$ cat config.mk
export PLATFORM = sky130hd
export DESIGN_NAME = rcs_seq_top
export DESIGN_NICKNAME = d
export VERILOG_FILES = /design/src/rcs_pkg.sv /design/src/rcs_timer.sv /design/src/rcs_seq_top.sv
export SDC_FILE = /design/constraint.sdc
export NUM_CORES = 1
export LEC_CHECK = 0
export BUFFER_PORTS_ARGS = -buffer_cell sky130_fd_sc_hd__buf_2
export CORE_UTILIZATION = 35
export DETAILED_ROUTE_END_ITERATION = 12
export GPL_TIMING_DRIVEN = 0
export HOLD_SLACK_MARGIN = 0.08
export PLACE_DENSITY = 0.52
export SYNTH_ARGS = -nofsm -noshare
export SYNTH_HDL_FRONTEND = slang
export SYNTH_HIERARCHICAL = 1
export SYNTH_SLANG_ARGS = --single-unit
export TNS_END_PERCENT = 1
$ cat constraint.sdc
create_clock -name CLK_SYS -period 4.1 [get_ports CLK_SYS]
set_input_delay 0.41 -clock CLK_SYS [delete_from_list [all_inputs] [get_ports CLK_SYS]]
set_output_delay 0.41 -clock CLK_SYS [all_outputs]
set_load 0.05 [all_outputs]
$ cat src/rcs_pkg.sv
package rcs_pkg;

	// ---------------------------------------------------------------
	// Timing
	// ---------------------------------------------------------------
	localparam int CLK_HZ = 100_000_000;
	localparam int MS_PER_S = 1000;
	// Power-up timer delay in ms and in clock cycles
	localparam int POWER_UP_TIMER_MS = 64;
	localparam int POWER_UP_TIMER_CYC = POWER_UP_TIMER_MS * (CLK_HZ / MS_PER_S);
	// Oscillator start-up timer
	localparam int OST_W = 10;
	localparam int OST_PERIODS = 1024;
	localparam logic [OST_W-1:0] OST_LAST = OST_W'(OST_PERIODS - 1);
	localparam int TMR_W = 32;

	// ---------------------------------------------------------------
	// Register map
	// ---------------------------------------------------------------
	localparam int ADDR_W = 8;
	localparam logic [ADDR_W-1:0] ADDR_CFG = 8'h00;
	localparam logic [ADDR_W-1:0] ADDR_OSC = 8'h04;
	localparam logic [ADDR_W-1:0] ADDR_CLOCK_FAIL_MONITOR = 8'h08;
	localparam logic [ADDR_W-1:0] ADDR_STAT = 8'h0C;
	// Configuration word fields
	localparam int CFG_W = 8;
	localparam int CFG_CSW = 0;
	localparam int CFG_SEL_LSB = 1;
	localparam int CFG_PM_LSB = 4;
	localparam int CFG_POWER_UP_TIMER = 6;
	localparam int CFG_TWO = 7;
	localparam logic [CFG_W-1:0] CFG_RST = 8'h41;
	// Oscillator control field
	localparam int OSC_CUR_LSB = 12;
	// Clock monitor delay
	localparam int CLOCK_FAIL_MONITOR_W = 16;
	localparam logic [CLOCK_FAIL_MONITOR_W-1:0] CLOCK_FAIL_MONITOR_RST = 16'h0010;
	// Status fields
	localparam int ST_RST = 0;
	localparam int ST_CLK = 1;
	localparam int ST_MON = 2;
	localparam int ST_SEL_LSB = 4;
	localparam int ST_CAUSE_LSB = 8;
	// Bus responses
	localparam logic [1:0] RESP_OKAY = 2'h0;
	localparam logic [1:0] RESP_SLVERR = 2'h2;

	// ---------------------------------------------------------------
	// Encodings
	// ---------------------------------------------------------------
	localparam logic [2:0] OS_FRC = 3'h0;
	localparam logic [2:0] OS_FAST_RC_WITH_PLL = 3'h1;
	localparam logic [2:0] OS_PRI = 3'h2;
	localparam logic [2:0] OS_PRIPLL = 3'h3;
	localparam logic [2:0] OS_SECONDARY_OSCILLATOR = 3'h4;
	localparam logic [2:0] OS_LOW_POWER_RC_OSCILLATOR = 3'h5;
	localparam logic [2:0] OS_FAST_RC_DIVIDED = 3'h6;
	// Primary oscillator mode
	localparam logic [1:0] PM_EC = 2'h0;
	localparam logic [1:0] PM_XT = 2'h1;
	localparam logic [1:0] PM_HS = 2'h2;

	typedef enum logic [2:0] {CA_POR, CA_BOR, CA_PIN, CA_WDT, CA_SW} rcs_cause_t;
	typedef enum logic [1:0] {R_HOLD, R_START, R_WAIT, R_RUN} rcs_rst_t;
	typedef enum logic [2:0] {C_IDLE, C_RC, C_OST, C_LOCK, C_DONE} rcs_clk_t;
	typedef struct packed {
		rcs_clk_t first;
		logic lock;
		logic low_power_rc_oscillator;
	} rcs_plan_t;

endpackage

$ cat src/rcs_timer.sv
`timescale 1ns/1ps
module rcs_timer
	import rcs_pkg::*;
#(
	parameter int W = TMR_W
) (
	// Clock and reset
	input wire logic clk,
	input wire logic rst_n,
	// Control
	input wire logic start,
	input wire logic [W-1:0] load,
	// Status
	output logic done
);

	// Remaining cycles
	logic [W-1:0] cnt;
	logic [W-1:0] next_cnt;

	// Load on start, else count down to zero and stop
	always_comb begin
		next_cnt = cnt;
		if (start) begin
			next_cnt = load;
		end else if (cnt != '0) begin
			next_cnt = cnt - 1'b1;
		end
	end

	always_ff @(posedge clk or negedge rst_n) begin
		if (!rst_n) begin
			cnt <= '0;
		end else begin
			cnt <= next_cnt;
		end
	end

	// Masked while loading so a stale zero never reads as expired
	assign done = (cnt == '0) && !start;

endmodule

$ cat src/rcs_seq_top.sv
`timescale 1ns/1ps
module rcs_seq_top
	import rcs_pkg::*;
#(
	parameter int POWER_UP_TIMER_CYC_P = POWER_UP_TIMER_CYC,
	parameter int POR_CYC = 1000,
	parameter int FRC_CYC = 200,
	parameter int LOW_POWER_RC_OSCILLATOR_CYC = 500
) (
	// Clock and reset
	input wire logic CLK_SYS,
	input wire logic RSTN,
	// Register bus, write side
	input wire logic [ADDR_W-1:0] AWADDR,
	input wire logic AWVALID,
	output logic AWREADY,
	input wire logic [31:0] WDATA,
	input wire logic [3:0] WSTRB,
	input wire logic WVALID,
	output logic WREADY,
	output logic [1:0] BRESP,
	output logic BVALID,
	input wire logic BREADY,
	// Register bus, read side
	input wire logic [ADDR_W-1:0] ARADDR,
	input wire logic ARVALID,
	output logic ARREADY,
	output logic [31:0] RDATA,
	output logic [1:0] RRESP,
	output logic RVALID,
	input wire logic RREADY,
	// Reset sources, high while held
	input wire logic RST_POR,
	input wire logic RST_BOR,
	input wire logic RST_PIN,
	input wire logic RST_WDT,
	input wire logic RST_SW,
	// Oscillator and PLL
	input wire logic OSC_TICK,
	input wire logic PLL_LOCK,
	// Outputs to core and clocks
	output logic SYS_RESET,
	output logic CORE_CLK_EN,
	output logic CLOCK_FAIL_MONITOR_EN,
	output logic [2:0] OSC_SEL,
	output logic PLL_EN
);

	// ---------------------------------------------------------------
	// Functions
	// ---------------------------------------------------------------
	// Byte-lane merge of a write
	function automatic logic [31:0] merge(input logic [31:0] old, input logic [31:0] d,
			input logic [3:0] s);
		logic [31:0] r;
		r = old;
		for (int i = 0; i < 4; i++) begin
			if (s[i]) begin
				r[i*8 +: 8] = d[i*8 +: 8];
			end
		end
		return r;
	endfunction

	// Highest priority cause among held pins
	function automatic rcs_cause_t pick(input logic [4:0] p);
		if (p[0]) return CA_POR;
		if (p[1]) return CA_BOR;
		if (p[2]) return CA_PIN;
		if (p[3]) return CA_WDT;
		return CA_SW;
	endfunction

	// First clock phase and PLL need for a reset cause and source
	function automatic rcs_plan_t plan_of(input rcs_cause_t c, input logic [2:0] s,
			input logic [1:0] pm, input logic two);
		rcs_plan_t p;
		p = '{first: C_DONE, lock: 1'b0, low_power_rc_oscillator: 1'b0};
		p.lock = (s == OS_FAST_RC_WITH_PLL) || (s == OS_PRIPLL);
		// no clock delay on other resets
		if (c != CA_POR && c != CA_BOR) begin
			p.first = C_DONE;
		end else if (two && (s == OS_PRI || s == OS_PRIPLL)) begin
			p.first = C_RC;
		// brown-out crystal PLL uses RC plus lock
		end else if (c == CA_BOR && s == OS_PRIPLL && pm != PM_EC) begin
			p.first = C_RC;
		end else begin
			case (s)
				OS_FRC, OS_FAST_RC_DIVIDED, OS_FAST_RC_WITH_PLL: p.first = C_RC;
				OS_LOW_POWER_RC_OSCILLATOR: begin
					p.first = C_RC;
					p.low_power_rc_oscillator = 1'b1;
				end
				OS_PRI: p.first = (pm == PM_EC) ? C_DONE : C_OST;
				OS_PRIPLL: p.first = (pm == PM_EC) ? C_LOCK : C_OST;
				OS_SECONDARY_OSCILLATOR: p.first = C_OST;
				default: p.first = C_DONE;
			endcase
		end
		return p;
	endfunction

	// ---------------------------------------------------------------
	// Pin synchronisers
	// ---------------------------------------------------------------
	// Bits: 0..4 reset pins, 5 oscillator tick, 6 PLL lock
	logic [6:0] sync1;
	logic [6:0] sync2;
	logic tick_d;

	always_ff @(posedge CLK_SYS or negedge RSTN) begin
		if (!RSTN) begin
			sync1 <= '0;
			sync2 <= '0;
			tick_d <= 1'b0;
		end else begin
			sync1 <= {PLL_LOCK, OSC_TICK, RST_SW, RST_WDT, RST_PIN, RST_BOR, RST_POR};
			sync2 <= sync1;
			tick_d <= sync2[5];
		end
	end

	logic any_pin;
	logic tick;
	logic pll_ok;
	assign any_pin = |sync2[4:0];
	assign tick = sync2[5] && !tick_d;
	assign pll_ok = sync2[6];

	// ---------------------------------------------------------------
	// Bus slave
	// ---------------------------------------------------------------
	logic aw_held, w_held, wr_go;
	logic [ADDR_W-1:0] aw_addr;
	logic [31:0] w_data;
	logic [3:0] w_strb;
	logic next_aw_held, next_w_held, next_awready, next_wready, next_bvalid, next_rvalid;
	logic next_arready;
	logic [ADDR_W-1:0] next_aw_addr;
	logic [31:0] next_w_data, next_rdata, rd_word;
	logic [3:0] next_w_strb;
	logic [1:0] next_bresp, next_rresp;
	logic wr_ok;
	logic rd_ok;

	// Configuration and control state
	logic [CFG_W-1:0] cfg, next_cfg;
	logic [2:0] cur_osc, next_cur_osc;
	logic [CLOCK_FAIL_MONITOR_W-1:0] clock_fail_monitor_dly, next_clock_fail_monitor_dly;
	// Sequencer state
	rcs_rst_t rst_st, next_rst_st;
	rcs_clk_t cph, next_cph;
	rcs_cause_t cause, next_cause;
	logic [2:0] sel, next_sel, sel_pick;
	logic use_pll, next_use_pll;
	logic [OST_W-1:0] ost_cnt, next_ost_cnt;
	logic [TMR_W-1:0] wait_cnt, next_wait_cnt, rst_load, power_up_timer_load;
	rcs_plan_t plan;
	logic rst_done, clk_done, mon_done;

	assign wr_go = aw_held && w_held && !BVALID;
	assign wr_ok = aw_addr == ADDR_CFG || aw_addr == ADDR_OSC || aw_addr == ADDR_CLOCK_FAIL_MONITOR;
	// Read decode looks at the read address only, never at a held write
	assign rd_ok = ARADDR == ADDR_CFG || ARADDR == ADDR_OSC || ARADDR == ADDR_CLOCK_FAIL_MONITOR
		|| ARADDR == ADDR_STAT;

	// Read mux; reserved bits read zero
	always_comb begin
		rd_word = '0;
		case (ARADDR)
			ADDR_CFG: rd_word[CFG_W-1:0] = cfg;
			ADDR_OSC: rd_word[OSC_CUR_LSB +: 3] = cur_osc;
			ADDR_CLOCK_FAIL_MONITOR: rd_word[CLOCK_FAIL_MONITOR_W-1:0] = clock_fail_monitor_dly;
			ADDR_STAT: begin
				rd_word[ST_RST] = SYS_RESET;
				rd_word[ST_CLK] = CORE_CLK_EN;
				rd_word[ST_MON] = CLOCK_FAIL_MONITOR_EN;
				rd_word[ST_SEL_LSB +: 3] = sel;
				rd_word[ST_CAUSE_LSB +: 3] = cause;
			end
			default: rd_word = '0;
		endcase
	end

	// Handshakes: address and data taken in either order
	always_comb begin
		next_aw_held = aw_held;
		next_aw_addr = aw_addr;
		next_w_held = w_held;
		next_w_data = w_data;
		next_w_strb = w_strb;
		next_bvalid = BVALID;
		next_bresp = BRESP;
		next_rvalid = RVALID;
		next_rdata = RDATA;
		next_rresp = RRESP;
		if (AWVALID && AWREADY) begin
			next_aw_held = 1'b1;
			next_aw_addr = AWADDR;
		end
		if (WVALID && WREADY) begin
			next_w_held = 1'b1;
			next_w_data = WDATA;
			next_w_strb = WSTRB;
		end
		if (wr_go) begin
			next_aw_held = 1'b0;
			next_w_held = 1'b0;
			next_bvalid = 1'b1;
			next_bresp = wr_ok ? RESP_OKAY : RESP_SLVERR;
		end else if (BVALID && BREADY) begin
			next_bvalid = 1'b0;
		end
		if (ARVALID && ARREADY) begin
			next_rvalid = 1'b1;
			next_rdata = rd_word;
			next_rresp = rd_ok ? RESP_OKAY : RESP_SLVERR;
		end else if (RVALID && RREADY) begin
			next_rvalid = 1'b0;
		end
		next_awready = !next_aw_held && !next_bvalid;
		next_wready = !next_w_held && !next_bvalid;
		next_arready = !next_rvalid;
	end

	always_ff @(posedge CLK_SYS or negedge RSTN) begin
		if (!RSTN) begin
			aw_held <= 1'b0;
			aw_addr <= '0;
			w_held <= 1'b0;
			w_data <= '0;
			w_strb <= '0;
			AWREADY <= 1'b0;
			WREADY <= 1'b0;
			BVALID <= 1'b0;
			BRESP <= RESP_OKAY;
			ARREADY <= 1'b0;
			RVALID <= 1'b0;
			RDATA <= '0;
			RRESP <= RESP_OKAY;
		end else begin
			aw_held <= next_aw_held;
			aw_addr <= next_aw_addr;
			w_held <= next_w_held;
			w_data <= next_w_data;
			w_strb <= next_w_strb;
			AWREADY <= next_awready;
			WREADY <= next_wready;
			BVALID <= next_bvalid;
			BRESP <= next_bresp;
			ARREADY <= next_arready;
			RVALID <= next_rvalid;
			RDATA <= next_rdata;
			RRESP <= next_rresp;
		end
	end

	// ---------------------------------------------------------------
	// Software registers
	// ---------------------------------------------------------------
	// Merged words, so the fields can be sliced out of a named net
	logic [31:0] wr_cfg_word;
	logic [31:0] wr_osc_word;
	logic [31:0] wr_mon_word;
	assign wr_cfg_word = merge(32'(cfg), w_data, w_strb);
	assign wr_osc_word = merge(32'(cur_osc) << OSC_CUR_LSB, w_data, w_strb);
	assign wr_mon_word = merge(32'(clock_fail_monitor_dly), w_data, w_strb);

	always_comb begin
		next_cfg = cfg;
		next_cur_osc = cur_osc;
		next_clock_fail_monitor_dly = clock_fail_monitor_dly;
		if (wr_go && aw_addr == ADDR_CFG) begin
			next_cfg = wr_cfg_word[CFG_W-1:0];
		end
		if (wr_go && aw_addr == ADDR_OSC) begin
			next_cur_osc = wr_osc_word[OSC_CUR_LSB +: 3];
		end
		if (wr_go && aw_addr == ADDR_CLOCK_FAIL_MONITOR) begin
			next_clock_fail_monitor_dly = wr_mon_word[CLOCK_FAIL_MONITOR_W-1:0];
		end
		// Hardware load beats a same-cycle software write
		if (rst_st == R_START) begin
			next_cur_osc = sel_pick;
		end
	end

	always_ff @(posedge CLK_SYS or negedge RSTN) begin
		if (!RSTN) begin
			cfg <= CFG_RST;
			cur_osc <= '0;
			clock_fail_monitor_dly <= CLOCK_FAIL_MONITOR_RST;
		end else begin
			cfg <= next_cfg;
			cur_osc <= next_cur_osc;
			clock_fail_monitor_dly <= next_clock_fail_monitor_dly;
		end
	end

	// ---------------------------------------------------------------
	// Sequencer
	// ---------------------------------------------------------------
	// source pick by cause
	assign sel_pick = (!cfg[CFG_CSW] || cause == CA_POR || cause == CA_BOR) ?
		cfg[CFG_SEL_LSB +: 3] : cur_osc;
	assign plan = plan_of(cause, sel_pick, cfg[CFG_PM_LSB +: 2], cfg[CFG_TWO]);
	assign power_up_timer_load = cfg[CFG_POWER_UP_TIMER] ? TMR_W'(POWER_UP_TIMER_CYC_P) : '0;

	always_comb begin
		case (cause)
			CA_POR: rst_load = TMR_W'(POR_CYC) + power_up_timer_load;
			CA_BOR: rst_load = power_up_timer_load;
			default: rst_load = '0;
		endcase
	end

	rcs_timer #(.W(TMR_W)) u_rst_tmr (
		.clk(CLK_SYS),
		.rst_n(RSTN),
		.start(rst_st == R_START),
		.load(rst_load),
		.done(rst_done)
	);

	rcs_timer #(.W(TMR_W)) u_clk_tmr (
		.clk(CLK_SYS),
		.rst_n(RSTN),
		.start(rst_st == R_START && plan.first == C_RC),
		.load(plan.low_power_rc_oscillator ? TMR_W'(LOW_POWER_RC_OSCILLATOR_CYC) : TMR_W'(FRC_CYC)),
		.done(clk_done)
	);

	rcs_timer #(.W(TMR_W)) u_mon_tmr (
		.clk(CLK_SYS),
		.rst_n(RSTN),
		.start(rst_st == R_WAIT && rst_done),
		.load(TMR_W'(clock_fail_monitor_dly)),
		.done(mon_done)
	);

	// Clock phase and reset phase run side by side
	always_comb begin
		next_rst_st = rst_st;
		next_cph = cph;
		next_cause = cause;
		next_sel = sel;
		next_use_pll = use_pll;
		next_ost_cnt = ost_cnt;
		next_wait_cnt = wait_cnt;
		case (cph)
			C_RC: if (clk_done) begin
				next_cph = use_pll ? C_LOCK : C_DONE;
			end
			C_OST: if (tick) begin
				next_ost_cnt = ost_cnt + 1'b1;
				if (ost_cnt == OST_LAST) begin
					next_cph = use_pll ? C_LOCK : C_DONE;
				end
			end
			C_LOCK: if (pll_ok) begin
				next_cph = C_DONE;
			end
			default: next_cph = cph;
		endcase
		case (rst_st)
			R_HOLD: next_rst_st = R_START;
			R_START: begin
				next_rst_st = R_WAIT;
				next_sel = sel_pick;
				next_use_pll = plan.lock;
				next_cph = plan.first;
				next_ost_cnt = '0;
				next_wait_cnt = '0;
			end
			R_WAIT: if (rst_done) begin
				next_rst_st = R_RUN;
			end else begin
				next_wait_cnt = wait_cnt + 1'b1;
			end
			R_RUN: next_rst_st = R_RUN;
			default: next_rst_st = R_HOLD;
		endcase
		// Any held source restarts the whole sequence
		if (any_pin) begin
			next_rst_st = R_HOLD;
			next_cph = C_IDLE;
			next_cause = pick(sync2[4:0]);
		end
	end

	always_ff @(posedge CLK_SYS or negedge RSTN) begin
		if (!RSTN) begin
			rst_st <= R_HOLD;
			cph <= C_IDLE;
			cause <= CA_POR;
			sel <= '0;
			use_pll <= 1'b0;
			ost_cnt <= '0;
			wait_cnt <= '0;
			SYS_RESET <= 1'b1;
			CORE_CLK_EN <= 1'b0;
			CLOCK_FAIL_MONITOR_EN <= 1'b0;
			OSC_SEL <= '0;
			PLL_EN <= 1'b0;
		end else begin
			rst_st <= next_rst_st;
			cph <= next_cph;
			cause <= next_cause;
			sel <= next_sel;
			use_pll <= next_use_pll;
			ost_cnt <= next_ost_cnt;
			wait_cnt <= next_wait_cnt;
			SYS_RESET <= next_rst_st != R_RUN;
			// core clock gated until clock ready
			CORE_CLK_EN <= next_rst_st == R_RUN && next_cph == C_DONE;
			CLOCK_FAIL_MONITOR_EN <= next_rst_st == R_RUN && rst_st == R_RUN && mon_done;
			OSC_SEL <= next_sel;
			PLL_EN <= next_use_pll && next_rst_st != R_HOLD;
		end
	end
endmodule

* Yosys cells after proc, flatten, opt, wreduce, memory -nomap -nowiden
Cells that the tools add are included.
Cells by class: reductions and logical operators 74, multiplexer cells 78, equality and inequality tests 24, $add $sub $neg 5
Operator list (number):
- $mux 32 | 6
- $logic_not 32->1 | 3
- $reduce_bool 32->1 | 3
- $sub 32x1->32 const B | 3
- $mux 3 | 22
- $pmux 24 s2 | 1
- $mux 1 | 30
- $mux 10 | 3
- $pmux 3 s3 | 3
- $logic_and 1x1->1 | 26
- $add 10x23->24 const A | 1
- $eq 8x4->1 const B | 3
- $mux 23 | 1
- $reduce_bool 2->1 | 9
- $eq 8x3->1 const B | 2
- $logic_not 8->1 | 2
- $eq 3x1->1 const B | 4
- $eq 3x2->1 const B | 4
- $eq 3x3->1 const B | 4
- $pmux 3 s2 | 2
- $pmux 3 s4 | 1
- $add 10x1->10 const B | 1
- $eq 10x10->1 const B | 1
- $logic_not 1->1 | 10
- other kinds (16) | 36
Storage, ports and cells: logic and storage cells 214, flip-flop bits (word level) 217, input port bits 66, output and inout port bits 48

* Depth between registers and ports, before layout
Gate-level depths: netlist of the first run.
depth after elaboration 20, depth in mapped cells 13, depth with buffers taken out 12

* Modules after synthesis
Netlist of the first run, hierarchy kept.
By module, submodules not included:
- rcs_seq_top | cells each 451, seq. area each 2982.9 µm², instances 1, area an instance 5277.6 µm²
- rcs_timer (u_clk_tmr ...) | cells each 214, seq. area each 800.8 µm², instances 2, area an instance 2023.2 µm²
- rcs_timer (u_rst_tmr) | cells each 220, seq. area each 800.8 µm², instances 1, area an instance 2004.4 µm²

* Worst setup path after synthesis of the first run
OpenSTA, ideal clock, no wires.
kind reg-to-reg, start point reg u_rst_tmr.cnt[15], end point reg u_mon_tmr.cnt[10], path slack 0.864 ns, arrival time 3.140 ns, stages on the path, launching flop included 12, buffers on the path 3, required time 4.005 ns, library setup time 0.095 ns, cell sequence dfrtp_1 > or4_4 > or4_4 > nor3_4 > nand2_1 > inv_1 > and3b_1 > clkbuf_8 > clkbuf_1 > clkbuf_1 > nand2_1 > o31ai_1
On the way: cells in the longest elaborated chain, start to end 4, elaborated cells on any way between the ends 5, those cells by class 1 x mux; 4 x reduce/logical
Ends and longest elaborated chain:
- start: declaration | RTL line rcs_timer.sv:18 | logic [W-1:0] cnt;
- start signal: assignment | RTL line rcs_timer.sv:35 | cnt <= next_cnt;
- $logic_not 32->1 * | RTL line rcs_timer.sv:40 | assign done = (cnt == '0) && !start;
- $logic_and 1x1->1 * | RTL line rcs_timer.sv:40
- net rst_done | RTL line rcs_seq_top.sv:160 | logic rst_done, clk_done, mon_done;
- $logic_and 1x1->1 * | RTL line rcs_seq_top.sv:337 | .start(rst_st == R_WAIT && rst_done),
- $mux 32 or $reduce_bool 2->1 (tied branches)
- end signal: assignment | RTL line rcs_timer.sv:35
- end: declaration | RTL line rcs_timer.sv:18
The timed path passes the listed nets; every way through them passes the cells marked *. A chain may end at the register's enable or synchronous reset.

* Worst setup path after layout of the first run
start point reg cause[2], end point reg CORE_CLK_EN
On the way: cells in the longest elaborated chain, start to end 20, elaborated cells on any way between the ends 34, those cells by class 10 x eq/ne; 9 x mux; 15 x reduce/logical
Ends and longest elaborated chain:
- start: declaration | RTL line rcs_seq_top.sv:154 | rcs_cause_t cause, next_cause;
- start signal: assignment | RTL line rcs_seq_top.sv:409 | cause <= next_cause;
- $logic_not 3->1 | RTL line rcs_seq_top.sv:305 | assign sel_pick = (!cfg[CFG_CSW] || cause == CA_POR || cause == CA_BOR) ?
- $logic_or 1x1->1 (2 in a row) | RTL line rcs_seq_top.sv:305
- $mux 3 | RTL line rcs_seq_top.sv:305
- $eq 3x1->1, or another cell as far along | RTL line rcs_seq_top.sv:89 | case (s)
- $reduce_or 4->1 (no source line) or $logic_and 1x1->1 (tied branches)
- $pmux 3 s4 or $logic_and 1x1->1 (tied branches) | RTL line rcs_seq_top.sv:89, rcs_seq_top.sv:86
- $mux 3 | RTL line rcs_seq_top.sv:86 | end else if (c == CA_BOR && s == OS_PRIPLL && pm != PM_EC) begin
- $mux 3 | RTL line rcs_seq_top.sv:83 | end else if (two && (s == OS_PRI || s == OS_PRIPLL)) begin
- [... 4 more ...]
- $logic_and 1x1->1 * | RTL line rcs_timer.sv:40
- net clk_done | RTL line rcs_seq_top.sv:160
- $mux 3 * | RTL line rcs_seq_top.sv:352 | C_RC: if (clk_done) begin
- $pmux 3 s3 * | RTL line rcs_seq_top.sv:351 | case (cph)
- $mux 3 * | RTL line rcs_seq_top.sv:366 | case (rst_st)
- $mux 3 * | RTL line rcs_seq_top.sv:385 | if (any_pin) begin
- $eq 3x3->1 * | RTL line rcs_seq_top.sv:416 | CORE_CLK_EN <= next_rst_st == R_RUN && next_cph == C_DONE;
- $logic_and 1x1->1 * | RTL line rcs_seq_top.sv:416
- end signal: assignment | RTL line rcs_seq_top.sv:402 | CORE_CLK_EN <= 1'b0;
- end signal: assignment | RTL line rcs_seq_top.sv:416
- end: declaration | RTL line rcs_seq_top.sv:43 | output logic CORE_CLK_EN,
Marks and branches as above.

==> results of run 1 <==
state kept, by name, indices dropped and copies added (netlist names), 2 cells and up:
signal,cells
cur_osc,3
cph,3
u_mon_tmr/cnt,32
ost_cnt,10
cfg,8
sel,3
w_strb,2
sync1,7
sync2,7
cause,3
RDATA,16
u_clk_tmr/cnt,32
aw_addr,8
w_data,16
u_rst_tmr/cnt,32
clock_fail_monitor_dly,16
rst_st,2
cell usage after synthesis, drive strengths merged (21+ instances only):
library cell  instances
a21oi                44
buf                  29
clkbuf               36
dfrtp               211
inv                  29
mux2                 67
nand2               115
nand4                21
nor2                 55
nor2b                21
nor3                 47
nor4                 35
o21ai                53
o31ai                40
or3                  26
xnor2                34
kinds of logic (layout without fill, tap and decap cells):
kind of cell	after synthesis	in the layout	synth area share
AOI/OAI and AO/OA	223	223	0.135
xor gates and xnor gates	53	53	0.0410
adders and majority gates	4	4	0.00442
buffers and inverters	94	227	0.0465
DFF	215	215	0.475
muxes	82	82	0.0799
other	2	81	0.000663
and+or+nand+nor	426	426	0.218
final cells by class:
cell class	count	area, um2
fill	3161	18200
multi-input combinational	869	5720
sequential	215	5390
clock buffer	36	727
timing repair buffer	88	538
tap	402	503
buffer	65	420
clock inverter	9	151
inverter	29	109
repair_timing:
action / CTS / global route
endpoints found under the setup margin: 14 / 9
hold endpoints to repair: 50 / 0
pin swaps: 2 / 0
resized for setup: 2 / 3
hold buffers: 8 / 0
buffers inserted: 1 / 0
cloned: 0 / 0
through the flow:
stage | utilization | setup WS [ns]
2_1_floorplan | - | 0.864
3_3_place_gp | 0.395 | -1.40
3_5_place_dp | 0.397 | -0.474
4_1_cts | 0.427 | 0.163
5_1_grt | 0.427 | 0.0177
6_report | 0.427 | 0.311
worst paths after layout:
kind | from | to | slack, ns | depth (start not counted)
max | cause[2]$_DFFE_PN0N_ | CORE_CLK_EN$_DFF_PN0_ | 0.31 | 13
max reg2reg | cause[2]$_DFFE_PN0N_ | CORE_CLK_EN$_DFF_PN0_ | 0.31 | 13
min | AWADDR[6] | aw_addr[6]$_DFFE_PN0P_ | 0.10 | 2
min in group asynchronous | RSTN | u_mon_tmr/cnt[22]$_DFFE_PN0N_ | 0.38 | 2
max in group asynchronous | RSTN | clock_fail_monitor_dly[4]$_DFFE_PN1P_ | 2.56 | 4
min reg2reg | sync1[4]$_DFF_PN0_ | sync2[4]$_DFF_PN0_ | 0.35 | 0
power breakdown:
group / switching (mW) / total (mW) / internal, mW
sequential: 0.464 / 3.01 / 2.55
clock: 0.909 / 2.39 / 1.48
combinational: 0.666 / 1.27 / 0.600
total: 2.04 / 6.67 / 4.63
layout by cell type (no fill, tap or decap), types with 11 or more instances in the layout:
cell / instances
mux2_1: 16
mux2i_1: 15
xor2_1: 19
inv_1: 28
nor4_1: 29
buf_4: 19
nor3b_1: 11
nand2_1: 115
o21ai_0: 46
clkbuf_8: 14
nand4_1: 19
a21oi_1: 44
o31a_1: 11
nor3_1: 42
o31ai_1: 38
conb_1: 81
or3_1: 18
nand3_1: 17
dfrtp_1: 211
xnor2_1: 34
and2_1: 15
nor2b_1: 21
clkbuf_1: 31
nor2_1: 55
buf_2: 85
clkbuf_16: 25
mux2_2: 51
metal layers:
layer	global-route usage	share of wire
met1	0.254	0.49
met2	0.288	0.45
met3	0.0261	0.039
met4	0.0387	0.018
met5	0	0
==> metrics.txt, run 1 <==
critical path's top delay family=simple AND/OR/NAND/NOR gates; Sum Neg Setup Slack=0 ns; Crit path arrival time=between 4 and 5 ns; total gr overflow=0; EDFF count, synth=0; DRC viols=0; port buffer count=between 70 and 80; Yosys top cell area share=0.466; crit-path cells=o21ai_1 > clkbuf_1 > a211oi_1 > a311oi_1 > nor3b_1 > clkbuf_8 > buf_2 > nor4_2 > or3b_1 > a21o_1 > a32o_1 > nand3_1 > nor4b_2; actual slew at the worst max-slew pin=0.892 ns; Tot Pwr=approximately 6.7 mW; leading post-synthesis cells by cell area=dfrtp_1 47%, mux2_2 5.1%, nand2_1 3.8%, xnor2_1 2.6%, o31ai_1 2.5%; hpwl dp=a little over 20 mm; IO Count=roughly 110; first-pass GRT wire length=roughly 47 mm; Post-Place Cell Area=between 10,000 and 15,000 um2; final slew viol count=0; Die H=182 um; Leakage=~5.5 nW; Final ANT Viol Nets=0; Mean Syn Cell Area=around 10 um2; DR iter-0 viols=between 400 and 500; flops & latches, synth=215; Yosys top cell by area=dfrtp_1; Final min period=3.79 ns; core area=between 30,000 and 40,000 um2; RSZ-0062 raised after global routing=no; GP Congestion=0.803; register area share after synthesis=0.475; Final period util=0.924; share of cells above drive strength 1=0.199; CP Capture Type=register; Synth Flop Type=dfrtp_1; H-tree Lvls=1; via count=between 8k and 9k; MaxCap Viol Count=0; warnings from Yosys=6; CP Data Required Time=around 4.5 ns; Async SR Flop Fraction=1.00; drt pass-1 iters=5; slowest CP cell=dfrtp_1; Die X=between 150 and 200 um; peak supply drop=between 300 and 400 uV; Power Density=around 500 nW/um2; CTS tree=built; n_diodes=0; CP Class=reg2reg; average wire per standard cell=17.0 um; number of core rows=between 60 and 70; Placed Cells incl. Taps=~1.7k; post-DR vias/cell=approximately 5.1; crit-path max cell delay=around 0.53 ns; CTS Root Cell=clkbuf_16; cell area after layout=~14,000 um2; Final #Nets=around 1.4k; hold crit path type=in2reg; status=complete, no violations; Fin Clk Skew=~0.024 ns; hold_ws=approximately 0.10 ns; critical path launch point type=register; Final Hold Viols=0; WL final=about 29 mm; CTS Buf Count=25; area grow syn2layout=19.7%; mapped cell area=around 11,000 um2; CP Max Fanout=10; CTS clock-pin slew for the worst setup and hold paths=around 0.060 ns; initial antenna violation count=0; non-filler cells, final=1,713; Tot GR Track Use=0.179; Clock Tree Buf Depth=3; die area=between 30,000 and 40,000 um2; Yosys cell types=85; Initial Util=0.357; CP Buf/Inv Count=3; Synth Instances=1,099; Worst-Skew Late Latency=0.54 ns; Fmax=~260 MHz; number of global-route vias before repair=between 8k and 9k; largest net degree at the start of global routing=90; clk sinks=215; Final Setup Violations=0; Slew HR=0.401
Power figures use the tool's default switching activity.
==> run 2: changes to the inputs <==
==> constraint.sdc (replaced) <==
create_clock -name CLK_SYS -period 4.1 [get_ports CLK_SYS]
set_input_delay 1.23 -clock CLK_SYS [delete_from_list [all_inputs] [get_ports CLK_SYS]]
set_output_delay 1.23 -clock CLK_SYS [all_outputs]
set_load 0.05 [all_outputs]
==> run 2 against run 1 <==
Critical path depth is the same; register-to-register slack hardly changed; sequential power about the same; via count about the same; largest power group unchanged; highest routed layer unchanged.
==> metrics.txt, run 2 (synthesis gave the netlist of run 1 again) <==
die area=approximately 33,000 um2; RSZ-0062 raised after global routing=no; Crit path arrival time=4.21 ns; Slew HR=0.408; share of cells above drive strength 1=0.200; CP Data Required Time=about 4.5 ns; # fillers=3,165; hold_ws=0.346 ns; core area=about 32,000 um2; Fin Clk Skew=0.0255 ns; port buffer count=77; Final min period=between 3 and 4 ns; Post-CTS Hold Fix Bufs=0; hold crit path type=reg2reg; Worst Setup SP=cause[1]$_DFFE_PN0N_; CTS Buf Count=25; WL final=approximately 29 mm; DR iter-0 viols=between 400 and 500; commonest cells after routing, fill and taps aside=211 x dfrtp_1, 115 x nand2_1, 85 x buf_2; status=complete, no violations; commonest non-fill, non-tap cell in the layout=dfrtp_1; dpl ws=-0.474 ns; Tot Pwr=roughly 6.7 mW; hpwl dp=~21 mm; RR Endpoint=CORE_CLK_EN$_DFF_PN0_; n_diodes=0; Largest regs=u_clk_tmr/cnt: 32 flops, u_mon_tmr/cnt: 32 flops, u_rst_tmr/cnt: 32 flops; MaxCap Viol Count=0; non-filler cells, final=1,705; CP Class=reg2reg; number of global-route vias before repair=~8.8k; largest net degree at the start of global routing=90; Final Setup Violations=0; Die X=182 um; via count=8,792; Final ANT Viol Nets=0; Tot GR Track Use=0.178; Int Power=4.62 mW; Final Hold Viols=0; critical path launch point type=register; Clock power frac=0.359; area grow syn2layout=19.0%; Die H=about 180 um; Switching Fraction=0.306; sequential power share=0.452; initial antenna violation count=0; actual slew at the worst max-slew pin=slightly below 0.9 ns; H-tree Lvls=1; Final #Nets=1,355; DRC viols=0; post-DR vias/cell=between 5 and 6; Final Util=0.425; number of core rows=65; CTS Root Cell=clkbuf_16; Comb power frac=0.189; IO Count=114; average wire per standard cell=17.0 um; Initial Util=0.357; R2R Setup Slk=approximately 0.31 ns; Placed Cells incl. Taps=~1.7k; PnR worst setup slack=roughly 0.31 ns; Clock Tree Buf Depth=3; Worst-Skew Late Latency=~0.54 ns; first-pass GRT wire length=approximately 47 mm; Leakage=around 5.5 nW; Fmax=264 MHz; clk sinks=~220; CTS clock-pin slew for the worst setup and hold paths=around 0.06 ns; drt pass-1 iters=6; CP Max Fanout=10; total gr overflow=0; peak supply drop=roughly 350 uV; Power Density=about 490 nW/um2; crit path to=CORE_CLK_EN$_DFF_PN0_; CP Capture Type=register; Final period util=0.923; GP Congestion=0.803; Reg2Reg Depth=13; Reg2Reg Launch Point=cause[1]$_DFFE_PN0N_; final slew viol count=0; CTS tree=built; Sw Pwr=~2.0 mW
-- run 2: layer usage --
layer,part of all wire,up-vias,wire (um),GRT usage
li1,-,4321,-,-
met1,0.49,4261,14300,0.254
met2,0.45,175,13100,0.286
met3,0.039,35,1120,0.0261
met4,0.018,0,523,0.0387
met5,0,-,0,0
-- run 2: worst min path at each step --
stage,from,endpoint,cells after the start
floorplan,sync1[0]$_DFF_PN0_,sync2[0]$_DFF_PN0_,0
global placement,sync1[0]$_DFF_PN0_,sync2[0]$_DFF_PN0_,0
detailed placement,sync1[4]$_DFF_PN0_,sync2[4]$_DFF_PN0_,0
CTS,sync1[4]$_DFF_PN0_,sync2[4]$_DFF_PN0_,0
global route,sync1[4]$_DFF_PN0_,sync2[4]$_DFF_PN0_,0
finish,sync1[4]$_DFF_PN0_,sync2[4]$_DFF_PN0_,0
-- run 2: stage by stage --
stage / area, um2 / setup TNS, ns
after global placement: 12500 / -469.55
final: 13500 / 0
after floorplan: 11600 / 0
after CTS: 13500 / 0
after global routing: 13500 / 0
after detailed placement: 12600 / -4.29
-- run 2: final cells by class --
class,count,area (um2),area share
buffer,65,420,0.0312
inverter,29,109,0.00808
sequential,215,5390,0.400
timing repair buffer,80,458,0.0340
tap,402,503,0.0373
clock buffer,36,727,0.0539
multi-input combinational,869,5720,0.425
clock inverter,9,151,0.0112
-- run 2: power by group through the flow --
| stage | Sequential [mW] | Combinational, mW | Clock [mW] |
|---|---|---|---|
| 6_report | 3.01 | 1.26 | 2.39 |
| 5_1_grt | 3.08 | 1.41 | 2.55 |
| 4_1_cts | 3.01 | 1.27 | 2.46 |
| 3_5_place_dp | 3.04 | 1.26 | 0 |
| 3_3_place_gp | 3.03 | 1.23 | 0 |
| 2_1_floorplan | 2.98 | 0.907 | 0 |
-- run 2: worst max-delay path: stages (launching register included) --
cell	delay, ns
dfrtp_1	0.54
o21ai_1	0.35
clkbuf_1	0.39
a211oi_1	0.10
a311oi_1	0.28
nor3b_1	0.12
clkbuf_8	0.18
buf_2	0.20
nor4_2	0.43
or3b_1	0.38
a21o_1	0.19
a32o_1	0.20
nand3_1	0.11
nor4b_2	0.19
-- run 2: what timing repair did --
| item | 4_1_cts | 5_1_grt |
|---|---|---|
| gates cloned | 0 | 0 |
| resized for setup | 2 | 3 |
| setup endpoints to repair | 14 | 9 |
| pin swaps | 2 | 0 |
| buffers inserted | 1 | 0 |
==> run 3: changes to the inputs <==
--- a/config.mk
+++ b/config.mk
@@ -7,8 +7,9 @@
 export LEC_CHECK = 0
 export BUFFER_PORTS_ARGS = -buffer_cell sky130_fd_sc_hd__buf_2
 export CORE_UTILIZATION = 35
+export CTS_CLUSTER_DIAMETER = 100
 export DETAILED_ROUTE_END_ITERATION = 12
-export GPL_TIMING_DRIVEN = 0
+export GPL_TIMING_DRIVEN = 1
 export HOLD_SLACK_MARGIN = 0.08
 export PLACE_DENSITY = 0.52
 export SYNTH_ARGS = -nofsm -noshare
==> run 3 against run 2 <==
Core utilization shrank 0.95 points; worst setup slack gained 0.23 ns; clock power hardly changed; via count is 3.7% lower; sequential share of layout area increased by 0.91 points; critical endpoint is now u_mon_tmr/cnt[1]$_DFFE_PN0N_; largest cell class unchanged.
==> metrics.txt, run 3 (synthesis gave the netlist of run 1 again) <==
RSZ-0062 raised after global routing=no; Final period util=0.868; CP Max Fanout=26; Final min period=3.56 ns; average wire per standard cell=roughly 16 um; Slew HR=0.287; DR iter-0 viols=between 400 and 500; commonest cells after routing, fill and taps aside=211 x dfrtp_1, 115 x nand2_1, 81 x conb_1; Int Power=between 4 and 5 mW; largest net degree at the start of global routing=87; MaxCap Viol Count=0; clk sinks=roughly 220; DRC viols=0; Final #Nets=around 1.3k; Leakage=about 5.3 nW; Power Density=roughly 500 nW/um2; Post-CTS Hold Fix Bufs=0; CP Data Required Time=4.51 ns; CTS tree=built; post_cts resized=0; Fin Clk Skew=0.0170 ns; actual slew at the worst max-slew pin=1.07 ns; hold crit path type=reg2reg; share of cells above drive strength 1=0.191; Clock Tree Buf Depth=3; Die H=182 um; # fillers=between 3k and 4k; IO Count=approximately 110; Comb power frac=0.184; Crit path arrival time=3.97 ns; register area=5390 um2; CTS clock-pin slew for the worst setup and hold paths=0.06 ns; n_diodes=0; hpwl dp=about 19 mm; peak supply drop=460 uV; Initial Util=0.357; Multi-input gate area=5740 um2; Final Setup Violations=0; number of core rows=65; CP Capture Type=register; Tot Pwr=6.66 mW; H-tree Lvls=1; Post-CTS Setup Inserts=0; Final Hold Viols=0; sequential power share=0.454; Largest regs=u_clk_tmr/cnt: 32 flops, u_mon_tmr/cnt: 32 flops, u_rst_tmr/cnt: 32 flops; Final ANT Viol Nets=0; Tot GR Track Use=0.165; commonest non-fill, non-tap cell in the layout=dfrtp_1; status=complete, no violations; met2 WL=~12 mm; first-pass GRT wire length=around 45 mm; met3 routed WL=slightly above 900 um; drt pass-1 iters=5; highest routed layer=met4; Switching Fraction=0.303; via count=about 8.5k; GP Congestion=slightly above 0.8; Die X=between 150 and 200 um; number of global-route vias before repair=between 8k and 9k; critical path launch point type=register; final slew viol count=0; Worst-Skew Late Latency=about 0.53 ns; CP Class=reg2reg; initial antenna violation count=0; core area=~32,000 um2; port buffer count=77; Clock power frac=0.362; area grow syn2layout=16.3%; Metal-1 WL=roughly 13 mm; Sum Neg Setup Slack=0 ns; post-DR vias/cell=5.11; CTS Buf Count=26; WL final=between 20 and 30 mm; Fmax=281 MHz; Sw Pwr=about 2.0 mW; die area=between 30,000 and 40,000 um2; CTS Root Cell=clkbuf_16; total gr overflow=0
[run 3: per-stage QoR]
step           utilization  hold WS (ns)  setup WS, ns  instance area [um2]  cells
2_1_floorplan            -         0.331         0.864                11600   1178
3_3_place_gp         0.387         0.341         0.560                12300   1609
3_5_place_dp         0.387         0.339         0.511                12300   1609
4_1_cts              0.415         0.351         0.508                13200   1656
5_1_grt              0.415         0.355         0.242                13200   1656
6_report             0.415         0.346         0.540                13200   1656
[run 3: cell type report]
| type | instances | area share |
|---|---|---|
| multi-input cells | 869 | 0.435 |
| flip-flops and latches | 215 | 0.409 |
| clock buffers | 40 | 0.0603 |
| repair buffers | 94 | 0.0406 |
| well taps | 402 | 0.0382 |
| clock inverters | 7 | 0.00864 |
| inverters | 29 | 0.00826 |
[run 3: routing by layer]
layer,track usage,vias to the layer above
li1,-,4199
met1,0.240,4088
met2,0.258,143
met3,0.0227,39
met4,0.0413,0
met5,0,-
[run 3: power by group through the flow]
stage	Combinational, mW	Sequential [mW]	Clock (mW)
2_1_floorplan	0.907	2.98	0
3_3_place_gp	1.20	3.04	0
3_5_place_dp	1.23	3.05	0
4_1_cts	1.24	3.02	2.49
5_1_grt	1.36	3.09	2.57
6_report	1.22	3.02	2.41
[run 3: path summary, 6_finish.rpt]
check	start	end	slack, ns	depth (start not counted)
max in group asynchronous	RSTN	u_clk_tmr/cnt[21]$_DFFE_PN0N_	2.49	2
min in group asynchronous	RSTN	u_mon_tmr/cnt[25]$_DFFE_PN0N_	0.65	1
worst max-delay path	u_rst_tmr/cnt[15]$_DFFE_PN0N_	u_mon_tmr/cnt[1]$_DFFE_PN0N_	0.54	8
worst min register to register	sync1[2]$_DFF_PN0_	sync2[2]$_DFF_PN0_	0.35	0
worst max register to register	u_rst_tmr/cnt[15]$_DFFE_PN0N_	u_mon_tmr/cnt[1]$_DFFE_PN0N_	0.54	8
worst min-delay path	sync1[2]$_DFF_PN0_	sync2[2]$_DFF_PN0_	0.35	0
[run 3: critical path: stages (launching register included)]
cell     delay [ns]
dfrtp_1        0.43
or4_4          0.60
or4_4          0.58
nor3_4         0.19
nand2_1        0.20
inv_1          0.24
and3b_2        0.50
buf_4          0.34
mux2_2         0.36
